$ cat config.mk
export PLATFORM = sky130hd
export DESIGN_NAME = cbc_dataflow
export DESIGN_NICKNAME = d
export VERILOG_FILES = /design/src/design/cbc_dataflow.v
export VERILOG_INCLUDE_DIRS = /design/src /design/src/design
export SDC_FILE = /design/constraint.sdc
export NUM_CORES = 2
export LEC_CHECK = 0
export BUFFER_PORTS_ARGS = -buffer_cell sky130_fd_sc_hd__buf_2
export CAP_MARGIN = 20
export CORE_MARGIN = 2
export CORE_UTILIZATION = 40
export DETAILED_ROUTE_END_ITERATION = 8
export SKIP_LAST_GASP = 1
export SLEW_MARGIN = 20
export SYNTH_ARGS = -nofsm -noshare
export SYNTH_HDL_FRONTEND = slang
export SYNTH_SLANG_ARGS = --single-unit
$ cat constraint.sdc
create_clock -name aclk -period 2.55 [get_ports aclk]
set_input_delay 0.1275 -clock aclk [delete_from_list [all_inputs] [get_ports aclk]]
set_output_delay 0.1275 -clock aclk [all_outputs]
set_load 0.01 [all_outputs]
$ cat src/design/cbc_defines.vh
`ifndef CBC_DEFINES_VH
`define CBC_DEFINES_VH
// register byte offsets on the axi4-lite bus
`define CBC_OFS_BLOCK_CONFIG 4'h0
`define CBC_OFS_DATA_FLOW 4'h4
`define CBC_OFS_BLOCK_INPUT 4'h8
`define CBC_OFS_CHAIN_INPUT 4'hC
`define CBC_OFS_KEY_INPUT 5'h10
`define CBC_OFS_RESULT_OUTPUT 5'h14
// block_config field positions
`define CBC_BC_KS_LO 0
`define CBC_BC_KS_HI 1
`define CBC_BC_ENC 2
`define CBC_BC_EN 3
`define CBC_BC_BUSY 4
`define CBC_BC_DONE 5
// data_flow_config codes
`define CBC_FLOW_PLAIN 2'h0
`define CBC_FLOW_XOR_IN 2'h1
`define CBC_FLOW_XOR_OUT 2'h2
// key size codes and byte counts
`define CBC_KS_128 2'h0
`define CBC_KS_192 2'h1
`define CBC_KS_256 2'h2
`define CBC_KEY_BYTES_128 6'h10
`define CBC_KEY_BYTES_192 6'h18
`define CBC_KEY_BYTES_256 6'h20
`define CBC_BLOCK_BYTES 5'h10
// reset values
`define CBC_RST_BLOCK_CONFIG 6'h00
`define CBC_RST_DATA_FLOW 2'h0
// axi responses
`define CBC_RESP_OKAY 2'h0
`define CBC_RESP_SLVERR 2'h2
`endif
$ cat src/design/cbc_dataflow.v
// The address map and the AXI4-Lite interface to the registers were decided locally.
`timescale 1ns/10ps
`include "cbc_defines.vh"
module cbc_dataflow (
   input wire aclk,
   input wire aresetn,
   input wire [4:0] s_axi_awaddr,
   input wire s_axi_awvalid,
   output reg s_axi_awready,
   input wire [31:0] s_axi_wdata,
   input wire [3:0] s_axi_wstrb,
   input wire s_axi_wvalid,
   output reg s_axi_wready,
   output reg [1:0] s_axi_bresp,
   output reg s_axi_bvalid,
   input wire s_axi_bready,
   input wire [4:0] s_axi_araddr,
   input wire s_axi_arvalid,
   output reg s_axi_arready,
   output reg [31:0] s_axi_rdata,
   output reg [1:0] s_axi_rresp,
   output reg s_axi_rvalid,
   input wire s_axi_rready,
   output reg core_start,
   output reg core_encrypt,
   output reg [1:0] core_key_size,
   output reg [127:0] core_din,
   output reg [255:0] core_key,
   input wire core_done,
   input wire [127:0] core_dout,
   output reg done_irq
);
   reg [4:0] aw_addr;
   reg aw_got;
   reg [7:0] w_byte;
   reg w_lane;
   reg w_got;
   reg [5:0] cfg;
   reg [1:0] flow;
   reg [127:0] data_buf;
   reg [127:0] chain_buf;
   reg [127:0] chain_next;
   reg [127:0] result_buf;
   reg [255:0] key_buf;
   reg [4:0] data_cnt;
   reg [4:0] chain_cnt;
   reg [5:0] key_cnt;
   reg [4:0] rd_idx;
   reg [5:0] key_need;
   reg [7:0] out_byte;
   reg [7:0] rd_byte;
   wire do_write;
   wire wr_cfg;
   wire wr_flow;
   wire wr_data;
   wire wr_chain;
   wire wr_key;
   wire rd_hit;
   wire rd_result;
   wire ready_to_go;
   wire busy;
   assign do_write = aw_got && w_got && !s_axi_bvalid;
   assign wr_cfg = do_write && w_lane && aw_addr == {1'b0, `CBC_OFS_BLOCK_CONFIG};
   assign wr_flow = do_write && w_lane && aw_addr == {1'b0, `CBC_OFS_DATA_FLOW};
   assign wr_data = do_write && w_lane && aw_addr == {1'b0, `CBC_OFS_BLOCK_INPUT};
   assign wr_chain = do_write && w_lane && aw_addr == {1'b0, `CBC_OFS_CHAIN_INPUT};
   assign wr_key = do_write && w_lane && aw_addr == `CBC_OFS_KEY_INPUT;
   assign rd_hit = s_axi_arvalid && s_axi_arready;
   assign rd_result = rd_hit && s_axi_araddr == `CBC_OFS_RESULT_OUTPUT;
   assign busy = cfg[`CBC_BC_BUSY];
   // key bytes needed per size code; the reserved code falls back to 128 bits
   always @* begin
      case (cfg[`CBC_BC_KS_HI:`CBC_BC_KS_LO])
         `CBC_KS_192: key_need = `CBC_KEY_BYTES_192;
         `CBC_KS_256: key_need = `CBC_KEY_BYTES_256;
         default: key_need = `CBC_KEY_BYTES_128;
      endcase
   end
   // a block starts once enabled and all bytes it needs have arrived
   assign ready_to_go = cfg[`CBC_BC_EN] && !busy && !core_start
      && data_cnt == `CBC_BLOCK_BYTES && key_cnt >= key_need;
   // result byte as read; xor-on-output flow folds the chaining byte in
   always @* begin
      out_byte = result_buf[127 - {rd_idx[3:0], 3'b000} -: 8];
      if (flow == `CBC_FLOW_XOR_OUT) begin
         out_byte = out_byte ^ chain_buf[127 - {rd_idx[3:0], 3'b000} -: 8];
      end
   end
   // register read mux
   always @* begin
      rd_byte = 8'h00;
      case (s_axi_araddr)
         {1'b0, `CBC_OFS_BLOCK_CONFIG}: rd_byte = {2'b00, cfg};
         {1'b0, `CBC_OFS_DATA_FLOW}: rd_byte = {6'b000000, flow};
         `CBC_OFS_RESULT_OUTPUT: rd_byte = out_byte;
         default: rd_byte = 8'h00;
      endcase
   end
   // axi4-lite write channels, taken in either order, one write at a time
   always @(posedge aclk) begin
      if (!aresetn) begin
         s_axi_awready <= 1'b1;
         s_axi_wready <= 1'b1;
         s_axi_bvalid <= 1'b0;
         s_axi_bresp <= `CBC_RESP_OKAY;
         aw_got <= 1'b0;
         w_got <= 1'b0;
         aw_addr <= 5'h00;
         w_byte <= 8'h00;
         w_lane <= 1'b0;
      end else begin
         if (s_axi_awvalid && s_axi_awready) begin
            aw_addr <= s_axi_awaddr;
            aw_got <= 1'b1;
            s_axi_awready <= 1'b0;
         end
         if (s_axi_wvalid && s_axi_wready) begin
            w_byte <= s_axi_wdata[7:0];
            w_lane <= s_axi_wstrb[0];
            w_got <= 1'b1;
            s_axi_wready <= 1'b0;
         end
         if (do_write) begin
            s_axi_bvalid <= 1'b1;
            aw_got <= 1'b0;
            w_got <= 1'b0;
            if (aw_addr[1:0] != 2'b00 || aw_addr > `CBC_OFS_RESULT_OUTPUT) begin
               s_axi_bresp <= `CBC_RESP_SLVERR;
            end else begin
               s_axi_bresp <= `CBC_RESP_OKAY;
            end
         end
         if (s_axi_bvalid && s_axi_bready) begin
            s_axi_bvalid <= 1'b0;
            s_axi_awready <= 1'b1;
            s_axi_wready <= 1'b1;
         end
      end
   end
   // axi4-lite read channel; a result read advances the byte pointer
   always @(posedge aclk) begin
      if (!aresetn) begin
         s_axi_arready <= 1'b1;
         s_axi_rvalid <= 1'b0;
         s_axi_rdata <= 32'h0000_0000;
         s_axi_rresp <= `CBC_RESP_OKAY;
      end else begin
         if (rd_hit) begin
            s_axi_arready <= 1'b0;
            s_axi_rvalid <= 1'b1;
            s_axi_rdata <= {24'h000000, rd_byte};
            if (s_axi_araddr[1:0] != 2'b00 || s_axi_araddr > `CBC_OFS_RESULT_OUTPUT) begin
               s_axi_rresp <= `CBC_RESP_SLVERR;
            end else begin
               s_axi_rresp <= `CBC_RESP_OKAY;
            end
         end
         if (s_axi_rvalid && s_axi_rready) begin
            s_axi_rvalid <= 1'b0;
            s_axi_arready <= 1'b1;
         end
      end
   end
   // configuration, byte collection, core launch and completion
   always @(posedge aclk) begin
      if (!aresetn) begin
         cfg <= `CBC_RST_BLOCK_CONFIG;
         flow <= `CBC_RST_DATA_FLOW;
         data_buf <= 128'h0;
         chain_buf <= 128'h0;
         chain_next <= 128'h0;
         result_buf <= 128'h0;
         key_buf <= 256'h0;
         data_cnt <= 5'h00;
         chain_cnt <= 5'h00;
         key_cnt <= 6'h00;
         rd_idx <= 5'h00;
         core_start <= 1'b0;
         core_encrypt <= 1'b0;
         core_key_size <= `CBC_KS_128;
         core_din <= 128'h0;
         core_key <= 256'h0;
         done_irq <= 1'b0;
      end else begin
         core_start <= 1'b0;
         done_irq <= 1'b0;
         if (wr_flow) begin
            flow <= w_byte[1:0];
         end
         if (wr_cfg) begin
            // writing zero here clears busy, the byte counters and the read pointer as well
            cfg[3:0] <= w_byte[3:0];
            if (!w_byte[`CBC_BC_DONE]) begin
               cfg[`CBC_BC_DONE] <= 1'b0;
            end
            if (w_byte == 8'h00) begin
               cfg[`CBC_BC_BUSY] <= 1'b0;
               data_cnt <= 5'h00;
               chain_cnt <= 5'h00;
               key_cnt <= 6'h00;
               rd_idx <= 5'h00;
            end
         end
         if (wr_data && data_cnt != `CBC_BLOCK_BYTES) begin
            data_buf <= {data_buf[119:0], w_byte};
            data_cnt <= data_cnt + 5'h01;
         end
         if (wr_chain) begin
            chain_buf <= {chain_buf[119:0], w_byte};
            chain_cnt <= (chain_cnt == `CBC_BLOCK_BYTES) ? 5'h01 : chain_cnt + 5'h01;
         end
         if (wr_key && key_cnt != `CBC_KEY_BYTES_256) begin
            key_buf <= {key_buf[247:0], w_byte};
            key_cnt <= key_cnt + 6'h01;
         end
         if (rd_result) begin
            if (rd_idx == `CBC_BLOCK_BYTES - 5'h01) begin
               rd_idx <= 5'h00;
               // decrypt chaining: next block xors with this block's ciphertext
               if (flow == `CBC_FLOW_XOR_OUT && chain_cnt == 5'h00) begin
                  chain_buf <= chain_next;
               end
               chain_cnt <= 5'h00;
            end else begin
               rd_idx <= rd_idx + 5'h01;
            end
         end
         if (ready_to_go) begin
            core_start <= 1'b1;
            core_encrypt <= cfg[`CBC_BC_ENC];
            core_key_size <= cfg[`CBC_BC_KS_HI:`CBC_BC_KS_LO];
            core_key <= key_buf;
            if (flow == `CBC_FLOW_XOR_IN) begin
               core_din <= data_buf ^ chain_buf;
            end else begin
               core_din <= data_buf;
            end
            chain_next <= data_buf;
            cfg[`CBC_BC_BUSY] <= 1'b1;
            data_cnt <= 5'h00;
            key_cnt <= 6'h00;
            chain_cnt <= 5'h00;
         end
         if (core_done && busy) begin
            // done is set after the clear above so a same-cycle clear loses
            result_buf <= core_dout;
            cfg[`CBC_BC_BUSY] <= 1'b0;
            cfg[`CBC_BC_DONE] <= 1'b1;
            done_irq <= 1'b1;
            rd_idx <= 5'h00;
            if (flow == `CBC_FLOW_XOR_IN) begin
               chain_buf <= core_dout;
            end
         end
      end
   end
endmodule // cbc_dataflow

**After elaboration in Yosys (flattened, before gate mapping)**

Index checks and enable logic that the tools add are counted.

- Logic and storage cells: 146
- Input bits: 182
- Flip-flop bits (word level): 1219

- Reductions and logical operators: 52
- $add $sub $neg: 5
- $lt $le $gt $ge: 3
- Shift operators: 2
- Bitwise gates (word level): 3
- Muxes and demuxes: 33
- Equal/unequal tests: 16

Operators by type and width:

| cell | count |
|---|---|
| 128-bit 2-to-1 mux | 7 |
| 135-bit by 33-bit variable part select with 8-bit output | 2 |
| 128-bit bitwise XOR | 1 |
| 5-bit 2-to-1 mux | 11 |
| 6-bit 2-to-1 mux | 4 |
| 8-bit case mux with 3 select lines | 1 |
| 1-bit logical AND | 22 |
| 2-bit nonzero test | 11 |
| 5-bit equality test, second input constant | 4 |
| 5-bit by 1-bit adder with 5-bit output, second input constant | 3 |
| 5-bit by 4-bit equality test with 1-bit output, second input constant | 3 |
| 5-bit logical NOT | 3 |
| 6-bit case mux with 2 select lines | 1 |
| 5-bit by 3-bit equality test with 1-bit output, second input constant | 2 |
| 5-bit greater-than comparator, second input constant | 2 |
| 2-bit AND reduction | 5 |
| 2-bit OR reduction | 5 |
| 8-bit logical NOT | 1 |
| 8-bit 2-to-1 mux | 1 |
| 7-bit by 7-bit subtractor with 8-bit output, first input constant | 1 |
| 8-bit bitwise XOR | 1 |
| 6-bit by 1-bit adder with 6-bit output, second input constant | 1 |
| 6-bit greater-or-equal comparator | 1 |
| 2-bit 2-to-1 mux | 3 |
| other kinds (9) | 18 |

**Logic depth before layout (Yosys ltp)**

- Word-level depth: 10
- Depth in mapped cells: 12
- Gate-level depth less buffers: 8

**Worst setup path after synthesis**

No wires, ideal clock.

- Path kind: flip-flop to flip-flop
- From: reg cfg[1]
- To: reg chain_cnt[1]
- Data arrival time: 2.003 ns
- Library setup time: 0.071 ns
- Clock period less this slack: 2.075 ns
- Setup slack: 0.475 ns
- Cell stages (with the launch flop): 10
- Cells stage by stage: dfxtp_1 nor2b_1 ha_1 a21boi_0 o21a_1 o21ai_1 clkbuf_1 buf_2 nand3_1 a21oi_1

- Longest elaborated chain between the ends: 5
- Elaborated cells on any way between the ends: 6
- Classes of those cells: order compare (1); eq/ne (2); mux (1); reduce/logical (2)

Ends and longest elaborated chain:

| item | line | text |
|---|---|---|
| start, declared | cbc_dataflow.v:38 | `reg [5:0] cfg;` |
| start signal, assigned | cbc_dataflow.v:167 | `` cfg <= `CBC_RST_BLOCK_CONFIG; `` |
| start signal, assigned | cbc_dataflow.v:192 | `cfg[3:0] <= w_byte[3:0];` |
| 2-bit equality test / 2-bit by 1-bit equality test with 1-bit output (equally long branches) | cbc_dataflow.v:73 | `` case (cfg[`CBC_BC_KS_HI:`CBC_BC_KS_LO]) `` |
| 6-bit case mux with 2 select lines (*) | cbc_dataflow.v:73 |  |
| 6-bit greater-or-equal comparator (*) | cbc_dataflow.v:81 | `` && data_cnt == `CBC_BLOCK_BYTES && key_cnt >= key_need; `` |
| 1-bit logical AND (*) | cbc_dataflow.v:80 | `` assign ready_to_go = cfg[`CBC_BC_EN] && !busy && !core_start `` |
| 2-bit OR reduction (no source line) (*) | n/a |  |
| end signal, assigned | cbc_dataflow.v:210 | `` chain_cnt <= (chain_cnt == `CBC_BLOCK_BYTES) ? 5'h01 : chain_cnt + 5'h01; `` |
| end, declared | cbc_dataflow.v:46 | `reg [4:0] chain_cnt;` |

Every way passes the cells marked *; elsewhere a longest branch is shown, timed or not.
A chain may end at the register's enable or synchronous reset.

**Final worst setup path**

- From: reg rd_idx[0]
- To: reg chain_buf[57]

- Longest elaborated chain between the ends: 5

Ends and longest elaborated chain:

| item | line | text |
|---|---|---|
| start, declared | cbc_dataflow.v:48 | `reg [4:0] rd_idx;` |
| start signal, assigned | cbc_dataflow.v:225 | `rd_idx <= rd_idx + 5'h01;` |
| 5-bit by 4-bit equality test with 1-bit output (*) | cbc_dataflow.v:217 | `` if (rd_idx == `CBC_BLOCK_BYTES - 5'h01) begin `` |
| 128-bit 2-to-1 mux (*) | cbc_dataflow.v:217 |  |
| 128-bit 2-to-1 mux (*) | cbc_dataflow.v:216 | `if (rd_result) begin` |
| 128-bit 2-to-1 mux | cbc_dataflow.v:251 | `` if (flow == `CBC_FLOW_XOR_IN) begin `` |
| 128-bit 2-to-1 mux (*) | cbc_dataflow.v:244 | `if (core_done && busy) begin` |
| end signal, assigned | cbc_dataflow.v:209 | `chain_buf <= {chain_buf[119:0], w_byte};` |
| end signal, assigned | cbc_dataflow.v:221 | `chain_buf <= chain_next;` |
| end signal, assigned | cbc_dataflow.v:252 | `chain_buf <= core_dout;` |
| end, declared | cbc_dataflow.v:41 | `reg [127:0] chain_buf;` |

Marks and branches as above.

==> run_results.csv <==
group,metric,value,unit
timing,max_freq,0.4178,GHz
logic_synthesis,synth_cells,5548,
worst_setup_path,cp-startpoint,"rd_idx[0]$_SDFFE_PP0P_",
timing,fin_crit,2.394,ns
worst_setup_path,cp.required,3.16,ns
timing,fin_crit_sh,93.87,%
timing,fin_setup_tns,0,ns
timing,skew,0.04204,ns
worst_setup_path,reg2regPathDepth,10,
placement,gp_congestion,0.8781,
logic_synthesis,netlist_area,47730,µm²
logic_synthesis,synth_edf_count,0,
detailed_routing,drt_iter0_markers,4271,
power_and_ir_drop,peakVddDrop,0.6139,mV
run,maxCapViolCount,0,
clock_network,htree_levels,4,
worst_setup_path,cp_top_family,"buffers and inverters",
logic_synthesis,ys_ff_latch,1217,
die,fp.dieH,349.4,µm
worst_setup_path,critical_path.slowest_cell,"dfxtp_4",
logic_synthesis,yosysMostFrequentCell,"nand2_1",
power_and_ir_drop,power_density,674.6,nW/µm²
logic_synthesis,yosysSeqAreaShare,51.05,%
placement,dp_cells,7352,
outcome,status,"complete, no violations",
clock_network,clock_latency,0.76,ns
global_routing,grt_pass1_wl,241000,µm
timing,slew_headroom,31.97,%
placement,port_buffers,558,
detailed_routing,via_count,41350,
logic_synthesis,syn_avg_cell_area,8.602,µm²
logic_synthesis,synth_flop_cell,"dfxtp_1",
detailed_routing,drc_errors,0,
clock_network,cts_tree,"done",
worst_setup_path,arrival,3.00,ns
global_routing,grt_max_degree,219,
worst_setup_path,start_kind,"flip-flop",
worst_setup_path,cp_cell_sequence,"ha_1 -> nand3_1 -> nor2_1 -> buf_4 -> nand2_4 -> nor4_4 -> buf_4 -> buf_12 -> mux2i_1 -> o21ai_1",
placement,hpwl,111900,µm
finish,antenna_cells,0,
worst_setup_path,crit_top_cell,"buf_4",
hold_path,holdPathStages,4,
global_routing,grt_usage,25.67,%
detailed_routing,drtPass1Iterations,6,
detailed_routing,wl,162300,µm
worst_setup_path,crit_fanout,27,
placement,postPlaceCellArea,52280,µm²
die,io_pins,612,
logic_synthesis,synth_cell_types,60,
detailed_routing,vias_per_cell,5.340,
finish,fillCellCount,11250,
die,die_x,349.4,µm
detailed_routing,ant_nets,0,
worst_setup_path,r2r-start,"rd_idx[0]$_SDFFE_PP0P_",
worst_setup_path,cp-endpoint,"chain_buf[57]$_SDFF_PN0_",
logic_synthesis,synth-async-reset-ratio,0,%
power_and_ir_drop,leakagePower,20.93,nW
logic_synthesis,synth_area_leader_cell,"dfxtp_1",
clock_network,ctsRootBufferMaster,"clkbuf_16",
worst_setup_path,max_stage_delay,0.38,ns
finish,syn_to_final_growth,21.87,%
timing,finalHoldViolCount,0,
finish,stdcell_area,58160,µm²
die,start_util,40.36,%
logic_synthesis,synth_area_leaders,"dfxtp_1 (51%), nand2_1 (15%), a21oi_1 (8.5%)",
hold_path,hold_path.startpoint,"s_axi_araddr[1]",
logic_synthesis,synthTopCellsByCount,"nand2_1 (1851), dfxtp_1 (1217), a21oi_1 (815)",
finish,finalNonFillerCells,7743,
finish,finalNetCount,6299,
global_routing,antenna_found_initial,8,
clock_network,cts_buffers,132,
timing,worst_pin_slew,1.020,ns
worst_setup_path,r2r_slack,0.16,ns
die,core,118200,µm²
die,die-area,122100,µm²
timing,rsz0062_at_grt,"false",
hold_path,hp-class,"in -> reg",
die,core.rowCount,126,
clock_network,clk_pin_slew,0.06,ns
worst_setup_path,path_class,"reg -> reg",
clock_network,clk_path_buf_depth,3,
timing,final-setup-viol-count,0,
worst_setup_path,path_buf_inv,3,
worst_setup_path,worstReg2RegEnd,"chain_buf[57]$_SDFF_PN0_",
detailed_routing,post_drt_wl_per_cell,20.96,µm
logic_synthesis,synth_top_cell_area_share,51.05,%
global_routing,grt_pass1_vias,38320,
worst_setup_path,cp.depth,10,
worst_setup_path,end_kind,"flip-flop",
timing,slew_violations,0,
logic_synthesis,yosysWarnings,0,
finish,drive_gt1_share,16.88,%
clock_network,clock_sinks,1217,
global_routing,grt.overflow.total,0,
[cells in the final DEF (no fill, tap or decap), types with 8 or more instances in the layout]
| cell | instances |
|---|---|
| buf_12 | 65 |
| a22oi_1 | 14 |
| a221oi_1 | 9 |
| buf_4 | 72 |
| mux4_2 | 56 |
| dlygate4sd3_1 | 157 |
| clkbuf_1 | 36 |
| dfxtp_1 | 1215 |
| nor2_1 | 171 |
| clkinv_2 | 16 |
| clkbuf_8 | 30 |
| a211oi_1 | 131 |
| inv_1 | 13 |
| buf_2 | 558 |
| nand2_1 | 1851 |
| xor2_1 | 136 |
| conb_1 | 26 |
| a21oi_1 | 814 |
| mux2i_1 | 156 |
| inv_6 | 8 |
| a22o_1 | 134 |
| o21ai_1 | 136 |
| ha_1 | 10 |
| o21ai_0 | 15 |
| clkbuf_16 | 135 |
| mux2_2 | 74 |
| mux2_1 | 56 |
| nand3_1 | 19 |
[report_power, final]
group	internal (mW)	switching (mW)
clock network	11.2	7.98
registers	19.0	0.0328
logic	0.339	0.695
[worst min-delay path, cell delays in order]
cell       delay [ns]
buf_2            0.16
nand4bb_2        0.20
or4_1            0.17
o221ai_1         0.13
[area by class of cell]
class	count	area (µm²)	share of cell area [%]
flip-flops and latches	1217	24370	41.90
multi-input cells	3888	21270	36.58
repair buffers	853	6233	10.72
clock buffers	201	3926	6.751
well taps	1536	1922	3.304
clock inverters	33	374.1	0.6432
inverters	15	63.81	0.1097
[per-layer routing]
layer	global-route usage [%]	vias up	share of wire (%)	wire (µm)
li1	-	19710	-	-
met1	34.97	19730	43	70200
met2	39.03	1553	45	72320
met3	4.997	351	7.3	11910
met4	12.23	6	4.8	7852
met5	0	-	0.027	44
[stage by stage]
stage               worst slack (ns)  hold slack [ns]  power, mW  utilization [%]
CTS                           0.1743          0.05536      39.53            49.18
floorplan                     0.4752           0.2279      19.86                -
detailed placement            0.1902           0.3517      20.30            44.22
finish                        0.1563           0.1218      39.24            49.19
global placement              0.1951           0.3388      20.30            44.22
global route                0.002210          0.09231      40.36            49.19
[repair_timing]
action                                  CTS  global route
hold endpoints to repair                301             0
buffers inserted                          0             0
endpoints found under the setup margin    0             1
gates resized for setup                   0             1
hold buffers                            157             0
[state kept, by name, indices dropped and copies added, names as in the netlist, 8 cells and up]
register and cells:
core_key 256, key_buf 256, chain_buf 128, chain_next 128, core_din 128, data_buf 128, result_buf 128, s_axi_rdata 8
w_byte 8
[worst min path at each step]
stage	to	slack, ns
CTS	s_axi_rdata[0]$_SDFFE_PN0P_	0.06
floorplan	s_axi_awready$_SDFFE_PP1P_	0.23
detailed placement	s_axi_wready$_SDFFE_PP1P_	0.35
global route	s_axi_rdata[0]$_SDFFE_PN0P_	0.09
finish	s_axi_rdata[0]$_SDFFE_PN0P_	0.12
global placement	s_axi_wready$_SDFFE_PP1P_	0.34
[cell families after synthesis]
kind of cell,synth area share (%)
AOI/OAI and AO/OA,15.35
xor gates and xnor gates,2.514
adders and majority gates,0.2622
buffers and inverters,4.722
DFF,51.05
muxes,8.982
other,0.007857
and+or+nand+nor,17.12
No activity file was read; power rests on OpenSTA's default activity.
